[src/core/pwrmon_defines.svh]
// Purpose: register indices, field positions, reset values and counts of the alert logic
// Assumes: byte address of a register is four times its index
// Notes: definitions only
`ifndef PWRMON_DEFINES_SVH
`define PWRMON_DEFINES_SVH

// register indices
`define IDX_CONFIG     5'h00
`define IDX_SHUNT_BASE 5'h01
`define IDX_BUS_BASE   5'h02
`define IDX_CRIT_BASE  5'h07
`define IDX_WARN_BASE  5'h08
`define IDX_SUM        5'h0D
`define IDX_SUM_LIMIT  5'h0E
`define IDX_MASK_EN    5'h0F
`define IDX_PV_UPPER   5'h10
`define IDX_PV_LOWER   5'h11
`define IDX_PIN_STATE  5'h12
`define IDX_LAST       5'h12

// configuration fields
`define CFG_RESET_BIT  15
`define CFG_AVG_MSB    11
`define CFG_AVG_LSB    9
`define CFG_MODE_MSB   2
`define MODE_CONT_BOTH 3'h7

// mask and enable fields, channel 1 at the highest bit of each group
`define ME_SCC_MSB     14
`define ME_CF_MSB      9
`define ME_SF_BIT      6
`define ME_WF_MSB      5
`define ME_PVF_BIT     1
`define ME_TCF_BIT     0
`define ME_WR_MASK     16'h7000

// reset values
`define CONFIG_RST     16'h7127
`define LIMIT_RST      16'h7FF8
`define PV_UPPER_RST   16'h2710
`define PV_LOWER_RST   16'h2328
`define ZERO16         16'h0000

// sequencing check
`define TC_LEVEL       16'h04B0
`define TC_CYCLES      3'h4

`endif

[src/core/pwrmon_pkg.sv]
// Purpose: shared types of the alert logic
// Assumes: constants live in pwrmon_defines.svh
// Notes: samples are signed two's complement words
package pwrmon_pkg;

  typedef logic signed [15:0] sample_t;

  typedef enum logic [0:0] {
    PV_WAIT = 1'b0,
    PV_GOOD = 1'b1
  } pv_state_t;

  typedef enum logic [2:0] {
    TC_WAIT1 = 3'b000,
    TC_WAIT2 = 3'b001,
    TC_PASS  = 3'b010,
    TC_FAIL  = 3'b011,
    TC_OFF   = 3'b100
  } tc_state_t;

endpackage : pwrmon_pkg

[src/core/power_monitor_alert_logic.sv]
// Purpose: limit checks, averaging, power good and sequencing alerts of a 3-channel monitor
// Assumes: one conversion result per CONV_VALID pulse from the sequencer, APB register access
// Notes: alert pins are open drain; each only pulls low or releases
`timescale 1ns/1ps
`default_nettype none
`include "pwrmon_defines.svh"

// Overview of operation
// - all four alert pins are open drain: pull low or release
// - each single shunt conversion above its critical limit pulls critical low
// - critical and warning limits reset to positive full scale
// - per-channel critical flag is readable in mask and enable register
// - selected shunt conversions are summed; sum above limit pulls critical low
// - summation select bits disable summation or pick two or three channels
// - summation overrun has its own flag, apart from channel flags
// - each shunt conversion updates that channel's averaged shunt register
// - averaged shunt above warning limit pulls warning low
// - per-channel warning flag is readable in mask and enable register
// - power good starts low, releases when all buses reach upper limit
// - in good state any bus below lower limit pulls power good low
// - power good evaluated once all three buses converted, then on each refresh
// - bus register holds until a new bus conversion on that channel
// - channel 1 bus checked for 1.2 V on each pass in default mode
// - channel 2 not at 1.2 V within four cycles pulls timing low
// - sequencing check runs only after power-up or software reset
// - config write before sequencing completes disables timing alert
// - average adds difference over averaging count to previous value
// - software reset restores defaults but keeps power good state
module power_monitor_alert_logic
  import pwrmon_pkg::*;
(
  input  wire logic                CLK,
  input  wire logic                RST_N,
  input  wire logic                PSEL,
  input  wire logic                PENABLE,
  input  wire logic                PWRITE,
  input  wire logic [7:0]          PADDR,
  input  wire logic [31:0]         PWDATA,
  output logic      [31:0]         PRDATA,
  output logic                     PREADY,
  output logic                     PSLVERR,
  input  wire logic                CONV_VALID,
  input  wire logic [1:0]          CONV_CHANNEL,
  input  wire logic                CONV_BUS,
  input  wire pwrmon_pkg::sample_t CONV_DATA,
  input  wire logic                CRIT_I,
  output logic                     CRIT_O,
  output logic                     CRIT_OE_N,
  input  wire logic                WARN_I,
  output logic                     WARN_O,
  output logic                     WARN_OE_N,
  input  wire logic                POWER_GOOD_OUTPUT_I,
  output logic                     POWER_GOOD_OUTPUT_O,
  output logic                     POWER_GOOD_OUTPUT_OE_N,
  input  wire logic                TIMING_I,
  output logic                     TIMING_O,
  output logic                     TIMING_OE_N
);
  import pwrmon_pkg::*;

  localparam int NCH = 3;

  logic [4:0]     idx;
  logic           addr_ok;
  logic           wr_en;
  logic           rd_me;
  logic           cfg_wr;
  logic           soft_rst;
  logic [15:0]    config_q;
  sample_t        crit_q  [NCH];
  sample_t        warn_q  [NCH];
  sample_t        shunt_q [NCH];
  sample_t        bus_q   [NCH];
  sample_t        last_q  [NCH];
  sample_t        sum_q;
  sample_t        sum_limit_q;
  sample_t        pv_upper_q;
  sample_t        pv_lower_q;
  logic [2:0]     scc_q;
  logic [NCH-1:0] crit_flag_q;
  logic           sum_flag_q;
  logic [NCH-1:0] warn_live;
  logic [NCH-1:0] crit_hit;
  logic           sum_hit;
  logic           sum_en;
  logic signed [17:0] sum_wide;
  logic           conv_ok;
  logic           shunt_conv;
  logic           bus_conv;
  logic [NCH-1:0] bus_seen_q;
  logic           bus_upd_q;
  logic           all_up;
  logic           any_down;
  pv_state_t      pv_q;
  tc_state_t      tc_q;
  logic [2:0]     tc_cnt_q;
  logic [15:0]    me_view;
  logic [31:0]    rd_mux;
  logic [31:0]    prdata_q;

  // average step: prev + (conv - prev) / 2^sh, result always lies between both operands
  function automatic sample_t avg_step(sample_t prev, sample_t conv, logic [2:0] sel);
    logic signed [16:0] diff;
    logic signed [16:0] step;
    logic signed [16:0] res;
    logic [3:0]         sh;
    diff = 17'(conv) - 17'(prev);
    case (sel)
      3'h0:    sh = 4'h0;
      3'h1:    sh = 4'h2;
      3'h2:    sh = 4'h4;
      3'h3:    sh = 4'h6;
      3'h4:    sh = 4'h7;
      3'h5:    sh = 4'h8;
      3'h6:    sh = 4'h9;
      default: sh = 4'hA;
    endcase
    step = diff >>> sh;
    res  = 17'(prev) + step;
    return res[15:0];
  endfunction : avg_step

  // sum saturates so a large total still reads as over the limit
  function automatic sample_t sat16(logic signed [17:0] v);
    if (v > 18'sh07FFF)
      return 16'h7FFF;
    else if (v < -18'sh08000)
      return 16'h8000;
    else
      return v[15:0];
  endfunction : sat16

  // apb decode; every access completes in one access cycle
  assign idx      = PADDR[6:2];
  assign addr_ok  = (PADDR[1:0] == 2'h0) && !PADDR[7] && (idx <= `IDX_LAST);
  assign wr_en    = PSEL && PENABLE && PWRITE && addr_ok;
  assign rd_me    = PSEL && PENABLE && !PWRITE && addr_ok && (idx == `IDX_MASK_EN);
  assign cfg_wr   = wr_en && (idx == `IDX_CONFIG);
  assign soft_rst = cfg_wr && PWDATA[`CFG_RESET_BIT];
  assign PREADY   = PENABLE;
  assign PSLVERR  = PSEL && PENABLE && !addr_ok;
  assign PRDATA   = prdata_q;

  // conversion strobes; channel code 3 is not a channel and is dropped
  assign conv_ok    = CONV_VALID && (CONV_CHANNEL != 2'h3);
  assign shunt_conv = conv_ok && !CONV_BUS;
  assign bus_conv   = conv_ok && CONV_BUS;

  // configuration; the reset bit self-clears
  always_ff @(posedge CLK or negedge RST_N)
    if (!RST_N)
      config_q <= `CONFIG_RST;
    else if (soft_rst)
      config_q <= `CONFIG_RST;
    else if (cfg_wr)
      config_q <= {1'b0, PWDATA[14:0]};

  // critical, warning and sum limit registers return to full scale on either reset
  always_ff @(posedge CLK or negedge RST_N)
    if (!RST_N)
    begin
      for (int c = 0; c < NCH; c++)
      begin
        crit_q[c] <= `LIMIT_RST;
        warn_q[c] <= `LIMIT_RST;
      end
      sum_limit_q <= `LIMIT_RST;
      pv_upper_q  <= `PV_UPPER_RST;
      pv_lower_q  <= `PV_LOWER_RST;
      scc_q       <= 3'h0;
    end
    else if (soft_rst)
    begin
      for (int c = 0; c < NCH; c++)
      begin
        crit_q[c] <= `LIMIT_RST;
        warn_q[c] <= `LIMIT_RST;
      end
      sum_limit_q <= `LIMIT_RST;
      pv_upper_q  <= `PV_UPPER_RST;
      pv_lower_q  <= `PV_LOWER_RST;
      scc_q       <= 3'h0;
    end
    else if (wr_en)
    begin
      for (int c = 0; c < NCH; c++)
      begin
        if (idx == 5'(`IDX_CRIT_BASE + 2 * c))
          crit_q[c] <= PWDATA[15:0];
        if (idx == 5'(`IDX_WARN_BASE + 2 * c))
          warn_q[c] <= PWDATA[15:0];
      end
      if (idx == `IDX_SUM_LIMIT)
        sum_limit_q <= PWDATA[15:0];
      if (idx == `IDX_PV_UPPER)
        pv_upper_q <= PWDATA[15:0];
      if (idx == `IDX_PV_LOWER)
        pv_lower_q <= PWDATA[15:0];
      if (idx == `IDX_MASK_EN)
        scc_q <= PWDATA[`ME_SCC_MSB -: 3];
    end

  // averaged results; a bus value is touched only by its own conversion
  always_ff @(posedge CLK or negedge RST_N)
    if (!RST_N)
    begin
      for (int c = 0; c < NCH; c++)
      begin
        shunt_q[c] <= `ZERO16;
        bus_q[c]   <= `ZERO16;
        last_q[c]  <= `ZERO16;
      end
    end
    else if (soft_rst)
    begin
      for (int c = 0; c < NCH; c++)
      begin
        shunt_q[c] <= `ZERO16;
        bus_q[c]   <= `ZERO16;
        last_q[c]  <= `ZERO16;
      end
    end
    else
    begin
      for (int c = 0; c < NCH; c++)
      begin
        if (shunt_conv && CONV_CHANNEL == 2'(c))
        begin
          shunt_q[c] <= avg_step(shunt_q[c], CONV_DATA,
                                 config_q[`CFG_AVG_MSB:`CFG_AVG_LSB]);
          last_q[c]  <= CONV_DATA;
        end
        if (bus_conv && CONV_CHANNEL == 2'(c))
          bus_q[c] <= avg_step(bus_q[c], CONV_DATA,
                               config_q[`CFG_AVG_MSB:`CFG_AVG_LSB]);
      end
    end

  // sum of selected single conversions, the fresh one substituted; fewer than two means off
  assign sum_en = (scc_q[2] & scc_q[1]) | (scc_q[2] & scc_q[0]) | (scc_q[1] & scc_q[0]);
  always_comb
  begin
    sum_wide = 18'sh0;
    for (int c = 0; c < NCH; c++)
      if (scc_q[NCH-1-c])
        sum_wide = sum_wide + 18'((shunt_conv && CONV_CHANNEL == 2'(c)) ? CONV_DATA : last_q[c]);
  end
  assign sum_hit = sum_en && shunt_conv && scc_q[NCH-1-CONV_CHANNEL]
                   && (sum_wide > 18'(sum_limit_q));

  always_ff @(posedge CLK or negedge RST_N)
    if (!RST_N)
      sum_q <= `ZERO16;
    else if (soft_rst)
      sum_q <= `ZERO16;
    else if (sum_en && shunt_conv)
      sum_q <= sat16(sum_wide);

  // limit comparisons; equality does not trip
  always_comb
    for (int c = 0; c < NCH; c++)
    begin
      crit_hit[c]  = shunt_conv && CONV_CHANNEL == 2'(c)
                     && (CONV_DATA > crit_q[c]);
      warn_live[c] = shunt_q[c] > warn_q[c];
    end

  // sticky flags clear on a read of mask/enable, only bits that read returned; set wins
  always_ff @(posedge CLK or negedge RST_N)
    if (!RST_N)
    begin
      crit_flag_q <= 3'h0;
      sum_flag_q  <= 1'b0;
    end
    else if (soft_rst)
    begin
      crit_flag_q <= 3'h0;
      sum_flag_q  <= 1'b0;
    end
    else
    begin
      for (int c = 0; c < NCH; c++)
        crit_flag_q[c] <= crit_hit[c]
                          | (crit_flag_q[c] & ~(rd_me & prdata_q[`ME_CF_MSB - c]));
      sum_flag_q <= sum_hit | (sum_flag_q & ~(rd_me & prdata_q[`ME_SF_BIT]));
    end

  // power good evaluation one cycle after a bus register refresh, once all three are fresh
  always_ff @(posedge CLK or negedge RST_N)
    if (!RST_N)
    begin
      bus_seen_q <= 3'h0;
      bus_upd_q  <= 1'b0;
    end
    else if (soft_rst)
    begin
      bus_seen_q <= 3'h0;
      bus_upd_q  <= 1'b0;
    end
    else
    begin
      bus_upd_q <= bus_conv;
      if (bus_conv)
        bus_seen_q[CONV_CHANNEL] <= 1'b1;
    end

  always_comb
  begin
    all_up   = 1'b1;
    any_down = 1'b0;
    for (int c = 0; c < NCH; c++)
    begin
      all_up   = all_up & (bus_q[c] >= pv_upper_q);
      any_down = any_down | (bus_q[c] < pv_lower_q);
    end
  end

  // power good state survives a software reset; only power-up clears it
  always_ff @(posedge CLK or negedge RST_N)
    if (!RST_N)
      pv_q <= PV_WAIT;
    else if (bus_upd_q && (&bus_seen_q))
    begin
      unique case (pv_q)
        PV_WAIT: if (all_up) pv_q <= PV_GOOD;
        PV_GOOD: if (any_down) pv_q <= PV_WAIT;
      endcase
    end

  // sequencing check: counts channel 3 bus results as ends of full cycles
  always_ff @(posedge CLK or negedge RST_N)
    if (!RST_N)
    begin
      tc_q     <= TC_WAIT1;
      tc_cnt_q <= 3'h0;
    end
    else if (soft_rst)
    begin
      tc_q     <= TC_WAIT1;
      tc_cnt_q <= 3'h0;
    end
    else if (cfg_wr && (tc_q == TC_WAIT1 || tc_q == TC_WAIT2))
      tc_q <= TC_OFF;
    else if (bus_conv)
    begin
      unique case (tc_q)
        TC_WAIT1:
          if (CONV_CHANNEL == 2'h0 && config_q[`CFG_MODE_MSB:0] == `MODE_CONT_BOTH
              && CONV_DATA >= $signed(`TC_LEVEL))                     // signed: a negative rail never passes
          begin
            tc_q     <= TC_WAIT2;
            tc_cnt_q <= 3'h0;
          end
        TC_WAIT2:
          if (CONV_CHANNEL == 2'h1 && CONV_DATA >= $signed(`TC_LEVEL))
            tc_q <= TC_PASS;
          else if (CONV_CHANNEL == 2'h2)
          begin
            tc_cnt_q <= tc_cnt_q + 3'h1;
            if (tc_cnt_q + 3'h1 == `TC_CYCLES)
              tc_q <= TC_FAIL;
          end
        TC_PASS, TC_FAIL, TC_OFF: ;
        default: tc_q <= TC_OFF;
      endcase
    end

  // open-drain pins: data always low, enable low means pulling low
  assign CRIT_O              = 1'b0;
  assign WARN_O              = 1'b0;
  assign POWER_GOOD_OUTPUT_O = 1'b0;
  assign TIMING_O            = 1'b0;
  always_ff @(posedge CLK or negedge RST_N)
    if (!RST_N)
    begin
      CRIT_OE_N              <= 1'b1;
      WARN_OE_N              <= 1'b1;
      POWER_GOOD_OUTPUT_OE_N <= 1'b0;
      TIMING_OE_N            <= 1'b1;
    end
    else
    begin
      CRIT_OE_N              <= ~(|crit_flag_q | sum_flag_q);
      WARN_OE_N              <= ~(|warn_live);
      POWER_GOOD_OUTPUT_OE_N <= (pv_q == PV_GOOD);
      TIMING_OE_N            <= (tc_q != TC_FAIL);
    end

  // read view; channel 1 sits at the highest bit of each flag group
  always_comb
  begin
    me_view = 16'h0000;
    me_view[`ME_SCC_MSB -: 3] = scc_q;
    for (int c = 0; c < NCH; c++)
    begin
      me_view[`ME_CF_MSB - c] = crit_flag_q[c];
      me_view[`ME_WF_MSB - c] = warn_live[c];
    end
    me_view[`ME_SF_BIT]  = sum_flag_q;
    me_view[`ME_PVF_BIT] = (pv_q == PV_GOOD);
    me_view[`ME_TCF_BIT] = (tc_q == TC_FAIL);
    rd_mux = 32'h0;
    case (idx)
      `IDX_CONFIG:    rd_mux[15:0] = config_q;
      `IDX_SUM:       rd_mux[15:0] = sum_q;
      `IDX_SUM_LIMIT: rd_mux[15:0] = sum_limit_q;
      `IDX_MASK_EN:   rd_mux[15:0] = me_view;
      `IDX_PV_UPPER:  rd_mux[15:0] = pv_upper_q;
      `IDX_PV_LOWER:  rd_mux[15:0] = pv_lower_q;
      `IDX_PIN_STATE: rd_mux[3:0]  = {TIMING_I, POWER_GOOD_OUTPUT_I, WARN_I, CRIT_I};
      default:
        for (int c = 0; c < NCH; c++)
        begin
          if (idx == 5'(`IDX_SHUNT_BASE + 2 * c)) rd_mux[15:0] = shunt_q[c];
          if (idx == 5'(`IDX_BUS_BASE + 2 * c))   rd_mux[15:0] = bus_q[c];
          if (idx == 5'(`IDX_CRIT_BASE + 2 * c))  rd_mux[15:0] = crit_q[c];
          if (idx == 5'(`IDX_WARN_BASE + 2 * c))  rd_mux[15:0] = warn_q[c];
        end
    endcase
  end

  // read data captured in the setup cycle so a clear acts only on what was returned
  always_ff @(posedge CLK or negedge RST_N)
    if (!RST_N)
      prdata_q <= 32'h0;
    else if (PSEL && !PENABLE && !PWRITE)
      prdata_q <= rd_mux;

  crit_pin_a: assert property (@(posedge CLK) disable iff (!RST_N)
    (|crit_flag_q) |=> !CRIT_OE_N)
    else $error("critical flag set but pin not pulled low");
  crit_flag_a: assert property (@(posedge CLK) disable iff (!RST_N)
    (crit_hit[0] && !soft_rst) |=> crit_flag_q[0] ##1 !CRIT_OE_N)
    else $error("critical conversion did not set flag and pin");
  strict_limit_a: assert property (@(posedge CLK) disable iff (!RST_N)
    (shunt_conv && CONV_CHANNEL == 2'h0 && CONV_DATA == crit_q[0]) |-> !crit_hit[0])
    else $error("equal value counted as over critical limit");
  limit_default_a: assert property (@(posedge CLK) disable iff (!RST_N)
    soft_rst |=> (crit_q[1] == `LIMIT_RST && warn_q[2] == `LIMIT_RST))
    else $error("limit not full scale after software reset");
  sum_flag_a: assert property (@(posedge CLK) disable iff (!RST_N)
    (sum_hit && !soft_rst) |=> sum_flag_q ##1 !CRIT_OE_N)
    else $error("sum over limit not flagged");
  bus_hold_a: assert property (@(posedge CLK) disable iff (!RST_N)
    (!bus_conv && !soft_rst) |=> $stable(bus_q[0]) && $stable(bus_q[1]) && $stable(bus_q[2]))
    else $error("bus value changed without a bus conversion");
  pv_state_a: assert property (@(posedge CLK) disable iff (!RST_N)
    (pv_q == PV_WAIT) [*2] |-> !POWER_GOOD_OUTPUT_OE_N)
    else $error("power good released while waiting");
  pv_drop_a: assert property (@(posedge CLK) disable iff (!RST_N)
    (pv_q == PV_GOOD && bus_upd_q && (&bus_seen_q) && any_down) |=> pv_q == PV_WAIT ##1
    !POWER_GOOD_OUTPUT_OE_N)
    else $error("rail drop did not pull power good low");
  tc_off_a: assert property (@(posedge CLK) disable iff (!RST_N)
    (cfg_wr && !soft_rst && (tc_q == TC_WAIT1 || tc_q == TC_WAIT2)) |=> tc_q == TC_OFF)
    else $error("config write did not disable sequencing check");
  tc_fail_a: assert property (@(posedge CLK) disable iff (!RST_N)
    (tc_q == TC_FAIL) |=> !TIMING_OE_N)
    else $error("timing pin not pulled low on failure");

endmodule : power_monitor_alert_logic
`default_nettype wire

[config.mk]
export PLATFORM = sky130hd
export DESIGN_NAME = power_monitor_alert_logic
export DESIGN_NICKNAME = d
export VERILOG_FILES = /design/src/core/pwrmon_pkg.sv /design/src/core/power_monitor_alert_logic.sv
export VERILOG_INCLUDE_DIRS = /design/src /design/src/core
export SDC_FILE = /design/constraint.sdc
export NUM_CORES = 2
export LEC_CHECK = 0
export ABC_AREA = 1
export ABC_CLOCK_PERIOD_IN_PS = 5100
export BUFFER_PORTS_ARGS = -buffer_cell sky130_fd_sc_hd__clkbuf_2
export CORE_UTILIZATION = 40
export DETAILED_ROUTE_END_ITERATION = 8
export GPL_TIMING_DRIVEN = 1
export PLACE_DENSITY = 0.58
export SLEW_MARGIN = 40
export SYNTH_ARGS = -nofsm -noshare
export SYNTH_HDL_FRONTEND = slang
export SYNTH_SLANG_ARGS = --single-unit
[constraint.sdc]
create_clock -name CLK -period 5.1 [get_ports CLK]
set_clock_uncertainty 0.1 [all_clocks]
set_input_delay 1.02 -clock CLK [delete_from_list [all_inputs] [get_ports CLK]]
set_output_delay 1.02 -clock CLK [all_outputs]
set_load 0.01 [all_outputs]
==> results_dict.tcl <==
set metrics [dict create \
    fin_crit_sh_pct 110.6 \
    fp.dieW_um 302.9 \
    critPathCaptureType "flip-flop" \
    die_y_um 302.9 \
    leakage_nw 25.17 \
    drt-wirelength-per-cell_um 20.65 \
    grt_use_total_pct 33.00 \
    ir_drop_uv 350.7 \
    async_flop_share_pct 100.0 \
    hold_path.class "in -> async" \
    drv_cap 0 \
    grt_use_met3_pct 4.640 \
    syn_area_per_cell_um2 6.665 \
    max_slew.worst_pin.slew_ns 0.9730 \
    post-place-ws_ns -1.548 \
    crit_arrival_ns 5.99 \
    cts.clk_slew.worst_paths_ns 0.06 \
    hold_viol_final 0 \
    start_util_pct 40.67 \
    multi_input_area_um2 25960 \
    seq_area_frac_synth_pct 25.03 \
    vias 41060 \
    cp_max_fo 6 \
    path_class "in -> reg" \
    grt_pass1_wl_um 228900 \
    fp.dieArea_um2 91750 \
    drcViolationCount 0 \
    ys_warn_count 0 \
    yosys.area.top_type "dfrtp_1" \
    use_met1_pct 44.05 \
    worst_hold_slack_ns 0.2069 \
    hpwlAfterDp_um 120600 \
    min_period_ns 5.639 \
    h-tree-depth 2 \
    syn_inst 5434 \
    synth_top_area_share_pct 17.41 \
    final-max-slew-violation-count 0 \
    synth_area_um2 36220 \
    setup_ws_ns -0.5391 \
    cp_num_buf_inv 10 \
    area_delta_synth_final_pct 34.60 \
    dr.pass1.iters 6 \
    ios 111 \
    cp-startpoint "CONV_CHANNEL[0]" \
    start_kind "primary input" \
    antenna_left 0 \
    insertion_delay_ns 0.61 \
    grt_max_degree 94 \
    drt_wl_total_um 155300 \
    p_per_area_nw_per_um2 661.0 \
    rr_startpoint "scc_q[2]" \
    drt_iter0_markers 3484 \
    vias_per_cell 5.461 \
    grt_overflow 0 \
    synth_edf_count 0 \
    clockRootBuffer "clkbuf_16" \
    use_met2_pct 52.80 \
    busiest_layer "met2" \
    synth_area_leaders "dfrtp_1, ha_1, nand2_1" \
    clock_path_buffers 3 \
    synth_flop_cell "dfrtp_1" \
    cts_buffers 45 \
    place_inst 7346 \
    relSlewSlack_pct 33.46 \
    cts_tree "built" \
    synth.distinct_cells 63 \
    gp_congestion 1.019 \
    grt_pass1_vias 38190 \
    synth-seq-cells 357 \
    clock.fmax_mhz 177.3 \
    antenna_found_initial 10 \
    slowest_delay_ns 0.39 \
    power.total_mw 32.22 \
    drive_above_1_share_pct 26.96 \
    place.port_buffers 74 \
    regArea_um2 9065 \
    layout.nets 6834 \
    cts.sinks 357 \
    coreArea_um2 89060 \
    cp.required_ns 5.45 \
    cpMostUsedCell "inv_2" \
    row_count 109 \
    tns_ns -1.561 \
    final_common_cell "nand2_1" \
    rsz0062_at_grt "true" \
    crit_family "compound AO/OA/AOI/OAI gates" \
    cpMaxStageDelayCell "fa_2" \
    fill_cells 8724 \
    setup_viol 16 \
    violations "setup timing" \
    outcome "finished, violations left" \
    final_cell_count_no_fill 7519 \
    mostFrequentLayoutCells "nand2_1, buf_4, inv_1" \
]
==> metrics by stage <==
| stage | instance area (µm²) | utilization (%) |
|---|---|---|
| finish | 48750 | 54.74 |
| CTS | 46610 | 52.34 |
| floorplan | 36450 | - |
| global placement | 44070 | 49.49 |
| global route | 48740 | 54.73 |
| detailed placement | 44110 | 49.53 |
==> sequential cells by signal (all words and copies together) (netlist names), 16 cells and up <==
name         cells
pv_lower_q      16
crit_q          48
sum_limit_q     16
PRDATA          16
shunt_q         48
last_q          48
warn_q          48
sum_q           16
pv_upper_q      16
bus_q           48
==> final cells by class <==
type	count	share of cell area, %
Clock buffer	61	2.639
Multi-Input combinational cell	4152	53.26
Clock inverter	19	0.5005
Sequential cell	357	18.60
Tap cell	1165	2.990
Antenna cell	3	0.01540
Timing Repair Buffer	988	16.01
Inverter	774	5.983
==> path summary, 6_finish.rpt <==
| path | end | slack, ns | depth (start not counted) |
|---|---|---|---|
| setup reg to reg | sum_flag_q | 0.11 | 32 |
| max in group asynchronous | warn_q[7] | 3.51 | 3 |
| setup / recovery | sum_flag_q | -0.54 | 40 |
| min in group CLK | CRIT_OE_N | 0.38 | 1 |
| hold / removal | bus_q[39] | 0.21 | 1 |
| hold reg to reg | CRIT_OE_N | 0.38 | 1 |
==> cell families (layout without fill, tap and decap cells) <==
family,after synthesis,count (layout),share of synthesized area (%)
AND/OR/NAND/NOR,2269,2270,26.02
AO/OA/AOI/OAI,1282,1283,19.77
buffers and inverters,946,1842,10.20
adder cells (fa/ha/maj),447,447,15.73
flip-flops,357,357,25.03
XOR/XNOR,119,119,2.878
multiplexers,13,13,0.3593
other,1,23,0.01035
==> per-layer routing <==
metal	part of all wire [%]	vias up
met5	0.039	-
met4	5.4	10
met3	7.8	379
met2	44	1566
met1	42	19220
li1	-	19890
==> cells in the mapped netlist (8+ instances only) <==
library cell and count:
xor2_1 76, or2_2 50, o21ai_0 511, dfstp_2 105, a2111oi_0 12, a31oi_1 13
nor2_1 294, dfrtp_1 252, a211oi_1 13, buf_1 17, fa_1 14, o221ai_1 9
clkbuf_1 100, o22ai_1 121, a221oi_1 8, o21bai_1 11, a21boi_0 32, ha_1 433
nand2_1 1437, nand4_1 55, buf_2 28, clkinv_1 8, o2111ai_1 16, buf_4 26
a21oi_1 450, inv_1 759, xnor2_1 43, nor3_1 47, o211ai_1 27, a21o_1 10
mux2i_1 13, o21a_1 9, nand3_1 350
==> repair_timing <==
action                                  4_1_cts  5_1_grt
hold buffers                                  0        0
cloned                                        3        0
endpoints found under the setup margin       50       70
setup buffers                                35       53
pin swaps                                   101      191
gates resized for setup                     179      466
==> power by group <==
group          switching [mW]  total, mW  internal [mW]
clock network            1.40       3.37           1.98
logic                    12.9       24.7           11.8
registers               0.743       4.15           3.41
total                    15.1       32.2           17.2
==> worst register-to-register path: cells and delay by family, from the launching register on <==
| kind | cells | cell delay (ns) |
|---|---|---|
| buffers and inverters | 6 | 0.56 |
| AO/OA/AOI/OAI | 12 | 1.52 |
| XOR/XNOR | 2 | 0.32 |
| flip-flops | 1 | 0.34 |
| adder cells (fa/ha/maj) | 4 | 1.16 |
| AND/OR/NAND/NOR | 8 | 0.84 |
Power figures use the tool's default switching activity.
